<file path="config.mk">
export PLATFORM = sky130hd
export DESIGN_NAME = pmw_power_top
export DESIGN_NICKNAME = d
export VERILOG_FILES = /design/src/shared/pmw_pkg.sv /design/src/shared/pmw_core_if.sv /design/src/hw/pmw_irq_arbiter.sv /design/src/hw/pmw_clk_div.sv /design/src/hw/pmw_power_top.sv
export SDC_FILE = /design/constraint.sdc
export NUM_CORES = 1
export LEC_CHECK = 0
export ABC_AREA = 1
export BUFFER_PORTS_ARGS = -buffer_cell sky130_fd_sc_hd__buf_2
export CAP_MARGIN = 10
export CELL_PAD_IN_SITES_DETAIL_PLACEMENT = 1
export CELL_PAD_IN_SITES_GLOBAL_PLACEMENT = 1
export CORE_AREA = 2 2 151 109
export CTS_CLUSTER_SIZE = 25
export DETAILED_ROUTE_END_ITERATION = 10
export DIE_AREA = 0 0 153 111
export GPL_ROUTABILITY_DRIVEN = 0
export GPL_TIMING_DRIVEN = 0
export HOLD_SLACK_MARGIN = 0.06
export PLACE_DENSITY = 0.88
export SLEW_MARGIN = 20
export SYNTH_ARGS = -nofsm -noshare
export SYNTH_HDL_FRONTEND = slang
export SYNTH_SLANG_ARGS = --single-unit
</file>
<file path="constraint.sdc">
create_clock -name clk -period 8.8 [get_ports clk]
set_input_delay 0 -clock clk [delete_from_list [all_inputs] [get_ports clk]]
set_output_delay 0 -clock clk [all_outputs]
set_load 0.005 [all_outputs]
</file>
<file path="src/shared/pmw_pkg.sv">
// constants, types and the list of behaviours for the power mode and wake block
//
// Contract
// - seven sources, fixed vectors, fixed tie order
// - four priority levels, order breaks ties
// - halt bit write enters idle
// - idle freezes pc, clocks keep running
// - idle interrupt clears halt, resumes
// - reset ends any mode like power-on
// - power-down bit write enters power-down
// - power-down stops clocks, keeps state
// - only enabled external levels wake power-down
// - pin low restarts oscillator, 1024 cycles
// - service runs after wake pin rises
// - strobes high in idle, low in power-down
// - per-block clock gating by software
// - four slower system clock rates
// - divide 4/16/256/1024 when divider enabled
// - machine cycle 12 clocks, 6 doubled
// - doubling set by host/iap command only
// - doubling only internal clock and flash
package pmw_pkg;
   localparam int PMW_AW = 8;
   localparam int PMW_DW = 32;
   localparam int PMW_NSRC = 7;
   localparam logic [7:0] PMW_OFF_PCTRL = 8'h00;
   localparam logic [7:0] PMW_OFF_IRQEN = 8'h04;
   localparam logic [7:0] PMW_OFF_LVL = 8'h08;
   localparam logic [7:0] PMW_OFF_GATE = 8'h0C;
   localparam logic [7:0] PMW_OFF_DIV = 8'h10;
   localparam logic [7:0] PMW_OFF_FSTAT = 8'h14;
   localparam logic [7:0] PMW_OFF_STAT = 8'h18;
   localparam int PMW_BIT_HALT = 0;
   localparam int PMW_BIT_DOWN = 1;
   localparam int PMW_BIT_GLOBAL = 7;
   localparam int PMW_BIT_DIVEN = 4;
   localparam logic [2:0] PMW_SRC_EXT0 = 3'h0;
   localparam logic [2:0] PMW_SRC_EXT1 = 3'h3;
   localparam logic [7:0] PMW_RST_IRQEN = 8'h00;
   localparam logic [13:0] PMW_RST_LVL = 14'h0000;
   localparam logic [7:0] PMW_RST_GATE = 8'h00;
   localparam logic [1:0] PMW_RST_DIVSEL = 2'h0;
   localparam logic [2:0] PMW_RST_SYNC = 3'h7;
   localparam logic [10:0] PMW_WAKE_LOW_CYC = 11'h400;
   localparam logic [3:0] PMW_MC_STD = 4'hC;
   localparam logic [3:0] PMW_MC_DBL = 4'h6;
   localparam logic [6:0][15:0] PMW_VEC_TBL = {16'h002B, 16'h0023, 16'h001B, 16'h0013,
                                               16'h000B, 16'h0053, 16'h0003};
   localparam logic [3:0][9:0] PMW_DIV_LIM = {10'h3FF, 10'h0FF, 10'h00F, 10'h003};
   typedef enum logic [3:0] {
      PMW_ST_RUN = 4'b0001,
      PMW_ST_IDLE = 4'b0010,
      PMW_ST_PDOWN = 4'b0100,
      PMW_ST_WAKE = 4'b1000
   } pmw_state_t;
endpackage

</file>
<file path="src/shared/pmw_core_if.sv">
// signals between the controller, its arbiter and its clock divider
`timescale 1ns/1ns
`default_nettype none
interface pmw_core_if;
   logic [6:0] req;
   logic [13:0] lvl;
   logic valid;
   logic [2:0] idx;
   logic divEn;
   logic [1:0] divSel;
   logic run;
   logic tick;
   modport arb (input req, input lvl, output valid, output idx);
   modport div (input divEn, input divSel, input run, output tick);
   modport ctl (output req, output lvl, output divEn, output divSel, output run,
                input valid, input idx, input tick);
endinterface
`default_nettype wire

</file>
<file path="src/hw/pmw_irq_arbiter.sv">
// interrupt arbiter: highest level wins, lowest index breaks ties
`timescale 1ns/1ns
`default_nettype none
module pmw_irq_arbiter (
   pmw_core_if.arb bus
);
   import pmw_pkg::*;
   logic [PMW_NSRC-1:0][2:0] eff;
   genvar gi;
   generate
      for (gi = 0; gi < PMW_NSRC; gi = gi + 1) begin : g_src
         // bit 2 marks a live request above its level
         assign eff[gi] = bus.req[gi] ? {1'b1, bus.lvl[2*gi+1 -: 2]} : 3'h0;
      end
   endgenerate
   always_comb begin
      logic [2:0] best;
      logic [2:0] bidx;
      best = 3'h0;
      bidx = 3'h0;
      for (int i = 0; i < PMW_NSRC; i++) begin
         // strict compare keeps the earlier source on a tie
         if (eff[i] > best) begin
            best = eff[i];
            bidx = 3'(i);
         end
      end
      bus.valid = best[2];
      bus.idx = bidx;
   end
endmodule // pmw_irq_arbiter
`default_nettype wire

</file>
<file path="src/hw/pmw_clk_div.sv">
// system clock rate divider producing a tick enable
`timescale 1ns/1ns
`default_nettype none
module pmw_clk_div (
   input wire logic clk,
   input wire logic nrst,
   pmw_core_if.div bus
);
   import pmw_pkg::*;
   typedef struct packed {
      logic [9:0] cnt;
      logic tick;
   } pmw_div_t;
   pmw_div_t s;
   pmw_div_t n;
   always_comb begin
      n = s;
      n.tick = 1'b0;
      if (!bus.run) begin
         n.cnt = 10'h000;
      end else if (!bus.divEn) begin
         n.tick = 1'b1;
         n.cnt = 10'h000;
      end else if (s.cnt >= PMW_DIV_LIM[bus.divSel]) begin
         n.tick = 1'b1;
         n.cnt = 10'h000;
      end else begin
         n.cnt = s.cnt + 10'h001;
      end
   end
   always_ff @(posedge clk) begin
      if (!nrst) begin
         s <= '0;
      end else begin
         s <= n;
      end
   end
   assign bus.tick = s.tick;
endmodule // pmw_clk_div
`default_nettype wire

</file>
<file path="src/hw/pmw_power_top.sv">
// power mode controller: idle, power-down, wake, clock options and apb registers
//
// Chosen here: the APB interface to the registers and the register addresses.
`timescale 1ns/1ns
`default_nettype none
module pmw_power_top (
   input wire logic clk,
   input wire logic nrst,
   input wire logic psel,
   input wire logic penable,
   input wire logic pwrite,
   input wire logic [pmw_pkg::PMW_AW-1:0] paddr,
   input wire logic [pmw_pkg::PMW_DW-1:0] pwdata,
   output logic [pmw_pkg::PMW_DW-1:0] prdata,
   output logic pready,
   output logic pslverr,
   input wire logic ext0PinN,
   input wire logic ext1PinN,
   input wire logic externalAccessPin,
   input wire logic wdogIrq,
   input wire logic tmr0Flag,
   input wire logic tmr1Flag,
   input wire logic tmr2Flag,
   input wire logic tmr2CaptureFlag,
   input wire logic uartTxDoneFlag,
   input wire logic uartRxFullFlag,
   input wire logic instrDone,
   input wire logic irqReady,
   input wire logic hostDoubleCmd,
   input wire logic iapDoubleCmd,
   input wire logic coreAle,
   input wire logic coreStoreStrobe,
   output logic cpuRun,
   output logic oscRun,
   output logic sysTick,
   output logic machTick,
   output logic irqTake,
   output logic [15:0] irqVector,
   output logic addressLatchStrobe,
   output logic programStoreStrobe,
   output logic [7:0] blkClkEn,
   output logic flashFastEn
);
   import pmw_pkg::*;

   typedef struct packed {
      pmw_state_t st;
      logic haltBit;
      logic downBit;
      logic entryArm;
      logic [7:0] irqEn;
      logic [13:0] lvlSel;
      logic [7:0] clkGate;
      logic divEn;
      logic [1:0] divSel;
      logic sixClock;
      logic [31:0] rdData;
      logic [10:0] wakeCnt;
      logic [2:0] wakeIdx;
      logic [3:0] mcCnt;
      logic machTick;
      logic irqTake;
      logic [15:0] irqVector;
      logic [2:0] lastIdx;
      logic [2:0] ext0Sync;
      logic [2:0] ext1Sync;
      logic [2:0] accSync;
      logic ext0Flag;
      logic ext1Flag;
      logic accLvl;
   } pmw_main_t;

   pmw_main_t s;
   pmw_main_t n;
   pmw_core_if coreBus();
   logic [6:0] srcReq;
   logic [6:0] enReq;
   logic wake0;
   logic wake1;
   logic apbWr;
   logic addrHit;
   logic clocksOn;
   logic [3:0] mcLen;
   logic [31:0] rdMux;

   pmw_irq_arbiter u_arb (
      .bus(coreBus)
   );

   pmw_clk_div u_div (
      .clk(clk),
      .nrst(nrst),
      .bus(coreBus)
   );

   // source order fixes the tie order
   assign srcReq = {tmr2Flag | tmr2CaptureFlag, uartTxDoneFlag | uartRxFullFlag, tmr1Flag,
                    s.ext1Flag, tmr0Flag, wdogIrq, s.ext0Flag};
   assign enReq = srcReq & s.irqEn[6:0] & {7{s.irqEn[PMW_BIT_GLOBAL]}};
   assign wake0 = enReq[PMW_SRC_EXT0];
   assign wake1 = enReq[PMW_SRC_EXT1];
   assign clocksOn = (s.st == PMW_ST_RUN) || (s.st == PMW_ST_IDLE);
   // no source reaches the arbiter outside run and idle; wake0 and wake1 bypass it
   assign coreBus.req = clocksOn ? enReq : 7'h00;
   assign coreBus.lvl = s.lvlSel;
   assign coreBus.divEn = s.divEn;
   assign coreBus.divSel = s.divSel;
   assign coreBus.run = clocksOn;
   assign mcLen = s.sixClock ? PMW_MC_DBL : PMW_MC_STD;
   assign apbWr = psel && penable && pwrite;

   always_comb begin
      addrHit = 1'b1;
      rdMux = 32'h0000_0000;
      case (paddr)
         PMW_OFF_PCTRL: begin
            rdMux[PMW_BIT_HALT] = s.haltBit;
            rdMux[PMW_BIT_DOWN] = s.downBit;
         end
         PMW_OFF_IRQEN: rdMux[7:0] = s.irqEn;
         PMW_OFF_LVL: rdMux[13:0] = s.lvlSel;
         PMW_OFF_GATE: rdMux[7:0] = s.clkGate;
         PMW_OFF_DIV: begin
            rdMux[PMW_BIT_DIVEN] = s.divEn;
            rdMux[1:0] = s.divSel;
         end
         PMW_OFF_FSTAT: rdMux[0] = s.sixClock;
         PMW_OFF_STAT: rdMux[11:0] = {s.accLvl, s.lastIdx, s.entryArm, s.ext1Flag, s.ext0Flag,
                                      1'b0, s.st};
         default: addrHit = 1'b0;
      endcase
   end

   always_comb begin
      n = s;
      n.irqTake = 1'b0;
      n.machTick = 1'b0;
      // three-stage pin synchronisers, change taken when stages two and three agree
      n.ext0Sync = {s.ext0Sync[1:0], ext0PinN};
      n.ext1Sync = {s.ext1Sync[1:0], ext1PinN};
      n.accSync = {s.accSync[1:0], externalAccessPin};
      if (s.ext0Sync[1] == s.ext0Sync[2]) begin
         n.ext0Flag = ~s.ext0Sync[2];
      end
      if (s.ext1Sync[1] == s.ext1Sync[2]) begin
         n.ext1Flag = ~s.ext1Sync[2];
      end
      if (s.accSync[1] == s.accSync[2]) begin
         n.accLvl = s.accSync[2];
      end
      // doubling has no register write path, only the two commands
      if (hostDoubleCmd || iapDoubleCmd) begin
         n.sixClock = 1'b1;
      end
      if (coreBus.tick) begin
         if (s.mcCnt >= mcLen - 4'h1) begin
            n.mcCnt = 4'h0;
            n.machTick = 1'b1;
         end else begin
            n.mcCnt = s.mcCnt + 4'h1;
         end
      end
      case (s.st)
         PMW_ST_RUN: begin
            if (s.entryArm && instrDone) begin
               n.entryArm = 1'b0;
               if (s.downBit) begin
                  n.st = PMW_ST_PDOWN;
               end else if (s.haltBit) begin
                  n.st = PMW_ST_IDLE;
               end
            end else if (coreBus.valid && irqReady) begin
               n.irqTake = 1'b1;
               n.irqVector = PMW_VEC_TBL[coreBus.idx];
               n.lastIdx = coreBus.idx;
            end
         end
         PMW_ST_IDLE: begin
            if (coreBus.valid) begin
               n.irqTake = 1'b1;
               n.irqVector = PMW_VEC_TBL[coreBus.idx];
               n.lastIdx = coreBus.idx;
               n.haltBit = 1'b0;
               n.st = PMW_ST_RUN;
            end
         end
         PMW_ST_PDOWN: begin
            if (wake0 || wake1) begin
               n.st = PMW_ST_WAKE;
               n.wakeCnt = 11'h000;
               n.wakeIdx = wake0 ? PMW_SRC_EXT0 : PMW_SRC_EXT1;
            end
         end
         PMW_ST_WAKE: begin
            if (wake0 || wake1) begin
               if (s.wakeCnt != PMW_WAKE_LOW_CYC) begin
                  n.wakeCnt = s.wakeCnt + 11'h001;
               end
            end else if (s.wakeCnt == PMW_WAKE_LOW_CYC) begin
               n.st = PMW_ST_RUN;
               n.downBit = 1'b0;
               n.irqTake = 1'b1;
               n.irqVector = PMW_VEC_TBL[s.wakeIdx];
               n.lastIdx = s.wakeIdx;
            end else begin
               n.st = PMW_ST_PDOWN;
            end
         end
         default: n.st = PMW_ST_RUN;
      endcase
      // software write placed last so a set beats a same-cycle clear
      if (apbWr) begin
         case (paddr)
            PMW_OFF_PCTRL: begin
               n.haltBit = pwdata[PMW_BIT_HALT];
               n.downBit = pwdata[PMW_BIT_DOWN];
               n.entryArm = pwdata[PMW_BIT_HALT] | pwdata[PMW_BIT_DOWN];
            end
            PMW_OFF_IRQEN: n.irqEn = pwdata[7:0];
            PMW_OFF_LVL: n.lvlSel = pwdata[13:0];
            PMW_OFF_GATE: n.clkGate = pwdata[7:0];
            PMW_OFF_DIV: begin
               n.divEn = pwdata[PMW_BIT_DIVEN];
               n.divSel = pwdata[1:0];
            end
            default: begin end
         endcase
      end
      if (psel && !penable) begin
         n.rdData = rdMux;
      end
   end

   // synchronous reset ends any mode and restarts as at power-on
   always_ff @(posedge clk) begin
      if (!nrst) begin
         s <= '0;
         s.st <= PMW_ST_RUN;
         s.irqEn <= PMW_RST_IRQEN;
         s.lvlSel <= PMW_RST_LVL;
         s.clkGate <= PMW_RST_GATE;
         s.divSel <= PMW_RST_DIVSEL;
         s.ext0Sync <= PMW_RST_SYNC;
         s.ext1Sync <= PMW_RST_SYNC;
         s.accSync <= PMW_RST_SYNC;
      end else begin
         s <= n;
      end
   end

   assign prdata = s.rdData;
   assign pready = 1'b1;
   assign pslverr = psel && penable && !addrHit;
   assign cpuRun = (s.st == PMW_ST_RUN);
   assign oscRun = (s.st != PMW_ST_PDOWN);
   assign sysTick = coreBus.tick;
   assign machTick = s.machTick;
   assign irqTake = s.irqTake;
   assign irqVector = s.irqVector;
   // doubling never reaches external fetches; oscillator pin stays undoubled
   assign flashFastEn = s.sixClock && s.accLvl;

   always_comb begin
      case (s.st)
         PMW_ST_IDLE: begin
            addressLatchStrobe = 1'b1;
            programStoreStrobe = 1'b1;
         end
         PMW_ST_PDOWN, PMW_ST_WAKE: begin
            addressLatchStrobe = 1'b0;
            programStoreStrobe = 1'b0;
         end
         default: begin
            addressLatchStrobe = coreAle;
            programStoreStrobe = coreStoreStrobe;
         end
      endcase
   end

   genvar gb;
   generate
      for (gb = 0; gb < 8; gb = gb + 1) begin : g_gate
         assign blkClkEn[gb] = clocksOn && !s.clkGate[gb];
      end
   endgenerate
endmodule // pmw_power_top
`default_nettype wire

</file>
==> impl_metrics.toml <==
[cells_and_area]
mostFrequentLayoutCells = "132 x nand2_1, 104 x dfxtp_1, 98 x inv_1, 91 x nor2_1, 82 x buf_2"
syn2layout_area_growth_pct = 21.3
fillers = 2041
final_area_mm2 = 0.00719
drive_gt1_frac = 0.205
nNetsFinal = 1047
final_util = 0.456
mostFrequentLayoutCell = "nand2_1"
antenna_cells = 0
final_cells = 1163

[critical_path]
ff2ff_path_depth = 52
path_class = "register to register"
rr_endpoint = "s[122]"
crit_top_cell = "nand2_1"
r2r_slack_ns = 0.69
critPathArrivalTime_ns = 8.34
cp_slowest_stage_delay_ns = 0.42
critical_path.startpoint_type = "register"
r2r_start = "s[121]"
crit_end = "s[122]"
cp_slowest_cell = "dfxtp_1"
path_max_fanout = 9
end_kind = "register"
startpoint = "s[121]"
cp.required_ns = 9.03

[logic_synthesis]
synth_cell_types = 49
yosys_warnings = 0
avgSynthCellArea_um2 = 7.26
synth_cells = 816
yosys_register_bits = 104
ys_seq_area_frac = 0.351
synth_area_mm2 = 0.00593

[clock_network]
cts_sinks = 104
cts_root_buffer = "clkbuf_16"
insertion_delay_ns = 0.36
cts_tree = "yes"
htreeDepth = 3
cts_buffers = 9
clk_pin_slew_ns = 0.08
clk_path_buf_depth = 2
cts_setup_buffers = 0

[timing]
hold_violations = 0
finalCriticalPeriod_ns = 8.11
period_share = 0.921
max_freq_ghz = 0.123
final_max_slew_viol_count = 0
setup_slack_ns = 0.692
slew_headroom = 0.538
finalSetupViolCount = 0
clock_skew_ns = 0.0127
tns_ns = 0
tightest_slew_ns = 0.688

[power_and_ir_drop]
vdd_drop_max_mv = 0.0914
p_per_area_mw_per_mm2 = 131
p_leak_nw = 3.22

[floorplan]
core_area_mm2 = 0.0158
die_x_um = 153
fp-row-count = 39
initial_utilization = 0.376
die_h_um = 111
fp.dieArea_mm2 = 0.0170
io_pins = 127

[drt]
drt_iter0_markers = 460
drc_errors = 0
firstDrtPassIters = 5
wl_mm = 19.3
post_drt_wl_per_cell_um = 16.6
via_count = 5944
via_per_inst = 5.11
antenna_left = 0

[global_routing]
overflow = 0
grt_pass1_wl_mm = 31.2
grt_max_degree = 19
track_usage = 0.230
antenna_found_initial = 0
grt_pass1_vias = 5911

[placement]
dp_hpwl_mm = 14.9
pre_cts_ws_ns = 0.652
dpl-instance-area_mm2 = 0.00668
numPlacedInstances = 1127
portBuffers = 79

[run]
maxCapViolCount = 0

[min_path]
hp-class = "input port to register"

[run_status]
status = "complete, no violations"
[routing by layer]
metal,part of all wire,GRT usage,vias up
met5,0,0,-
met4,0.010,0.0420,0
met2,0.43,0.356,201
met3,0.069,0.0414,17
li1,-,-,2893
met1,0.49,0.339,2833
[area by class of cell]
cell class	instances	area, µm²	share of cell area
multi-input cells	565	3120	0.434
flip-flops and latches	104	2080	0.289
repair buffers	99	596	0.0828
plain buffers	68	458	0.0637
inverters	106	400	0.0557
well taps	205	256	0.0357
clock buffers	10	229	0.0318
clock inverters	6	51.3	0.00713
[state kept, by name, summed over array words and instances (netlist names)]
signal,cells
u_div.s,10
n,6
irqVector,5
prdata,14
irqTake,1
s,49
coreBus.lvl,14
coreBus.divEn,1
u_div.bus.tick,1
coreBus.divSel,2
machTick,1
[stage by stage]
step	power (mW)	hold WS [ns]
after CTS	0.942	0.107
after global placement	0.551	0.195
after floorplan	0.527	0.0775
after global routing	0.977	0.174
after detailed placement	0.553	0.189
final	0.942	0.110
[worst min-delay path by stage]
stage	slack, ns	depth (start not counted)	from	endpoint
6_report	0.11	5	irqReady	s[12]
2_1_floorplan	0.08	2	psel	pslverr
4_1_cts	0.11	5	irqReady	s[12]
5_1_grt	0.17	5	irqReady	s[14]
3_5_place_dp	0.19	2	externalAccessPin	n[4]
3_3_place_gp	0.20	2	ext0PinN	n[10]
[cell usage after synthesis (all sizes together)]
master / n / area [µm²]
o2111ai: 3 / 26.3
a31oi: 10 / 62.6
a211oi: 11 / 82.6
ha: 33 / 413
o211a: 1 / 10.0
and2: 2 / 12.5
or2: 8 / 50.1
xor2: 6 / 52.6
a21oi: 67 / 343
nor3: 15 / 95.1
nand2: 138 / 538
nand4: 13 / 96.3
nand3: 36 / 230
a221oi: 5 / 43.8
clkbuf: 13 / 48.8
nor3b: 3 / 22.5
inv: 106 / 400
xnor2: 2 / 17.5
conb: 2 / 7.51
o21ai: 68 / 344
a21o: 1 / 7.51
o221ai: 4 / 35.0
mux2i: 1 / 10.0
a311oi: 1 / 8.76
nor4: 3 / 33.8
a22o: 3 / 26.3
buf: 55 / 409
dfxtp: 104 / 2080
o22ai: 2 / 12.5
o211ai: 2 / 15.0
nor2: 98 / 390
[cell families (layout without fill, tap and decap cells)]
group                    count (synthesis)  in the layout  synth area share
XOR/XNOR                                 8              8            0.0118
adder cells (fa/ha/maj)                 33             33            0.0697
multiplexers                             1              1           0.00169
flip-flops                             104            104             0.351
AO/OA/AOI/OAI                          178            178             0.172
other                                    2             29           0.00127
AND/OR/NAND/NOR                        316            316             0.248
buffers and inverters                  174            289             0.145
[worst max-delay path: cells and delay by family (launching register included)]
| family | cells | cell delay (ns) |
|---|---|---|
| AOI/OAI and AO/OA | 11 | 1.91 |
| adders and majority gates | 6 | 1.87 |
| buffers and inverters | 9 | 0.92 |
| DFF | 1 | 0.42 |
| and+or+nand+nor | 26 | 2.87 |
[power breakdown]
part           switching [mW]  internal [mW]  total [mW]
Combinational          0.0354         0.0333      0.0687
Sequential            0.00478          0.476       0.481
Clock                   0.196          0.196       0.392
[repair_timing]
item	in CTS	in global routing
gates resized for setup	0	5
endpoints found under the hold margin	40	0
hold buffers	20	0
setup endpoints to repair	0	13
Note: power is estimated with default switching activity, not from simulation.
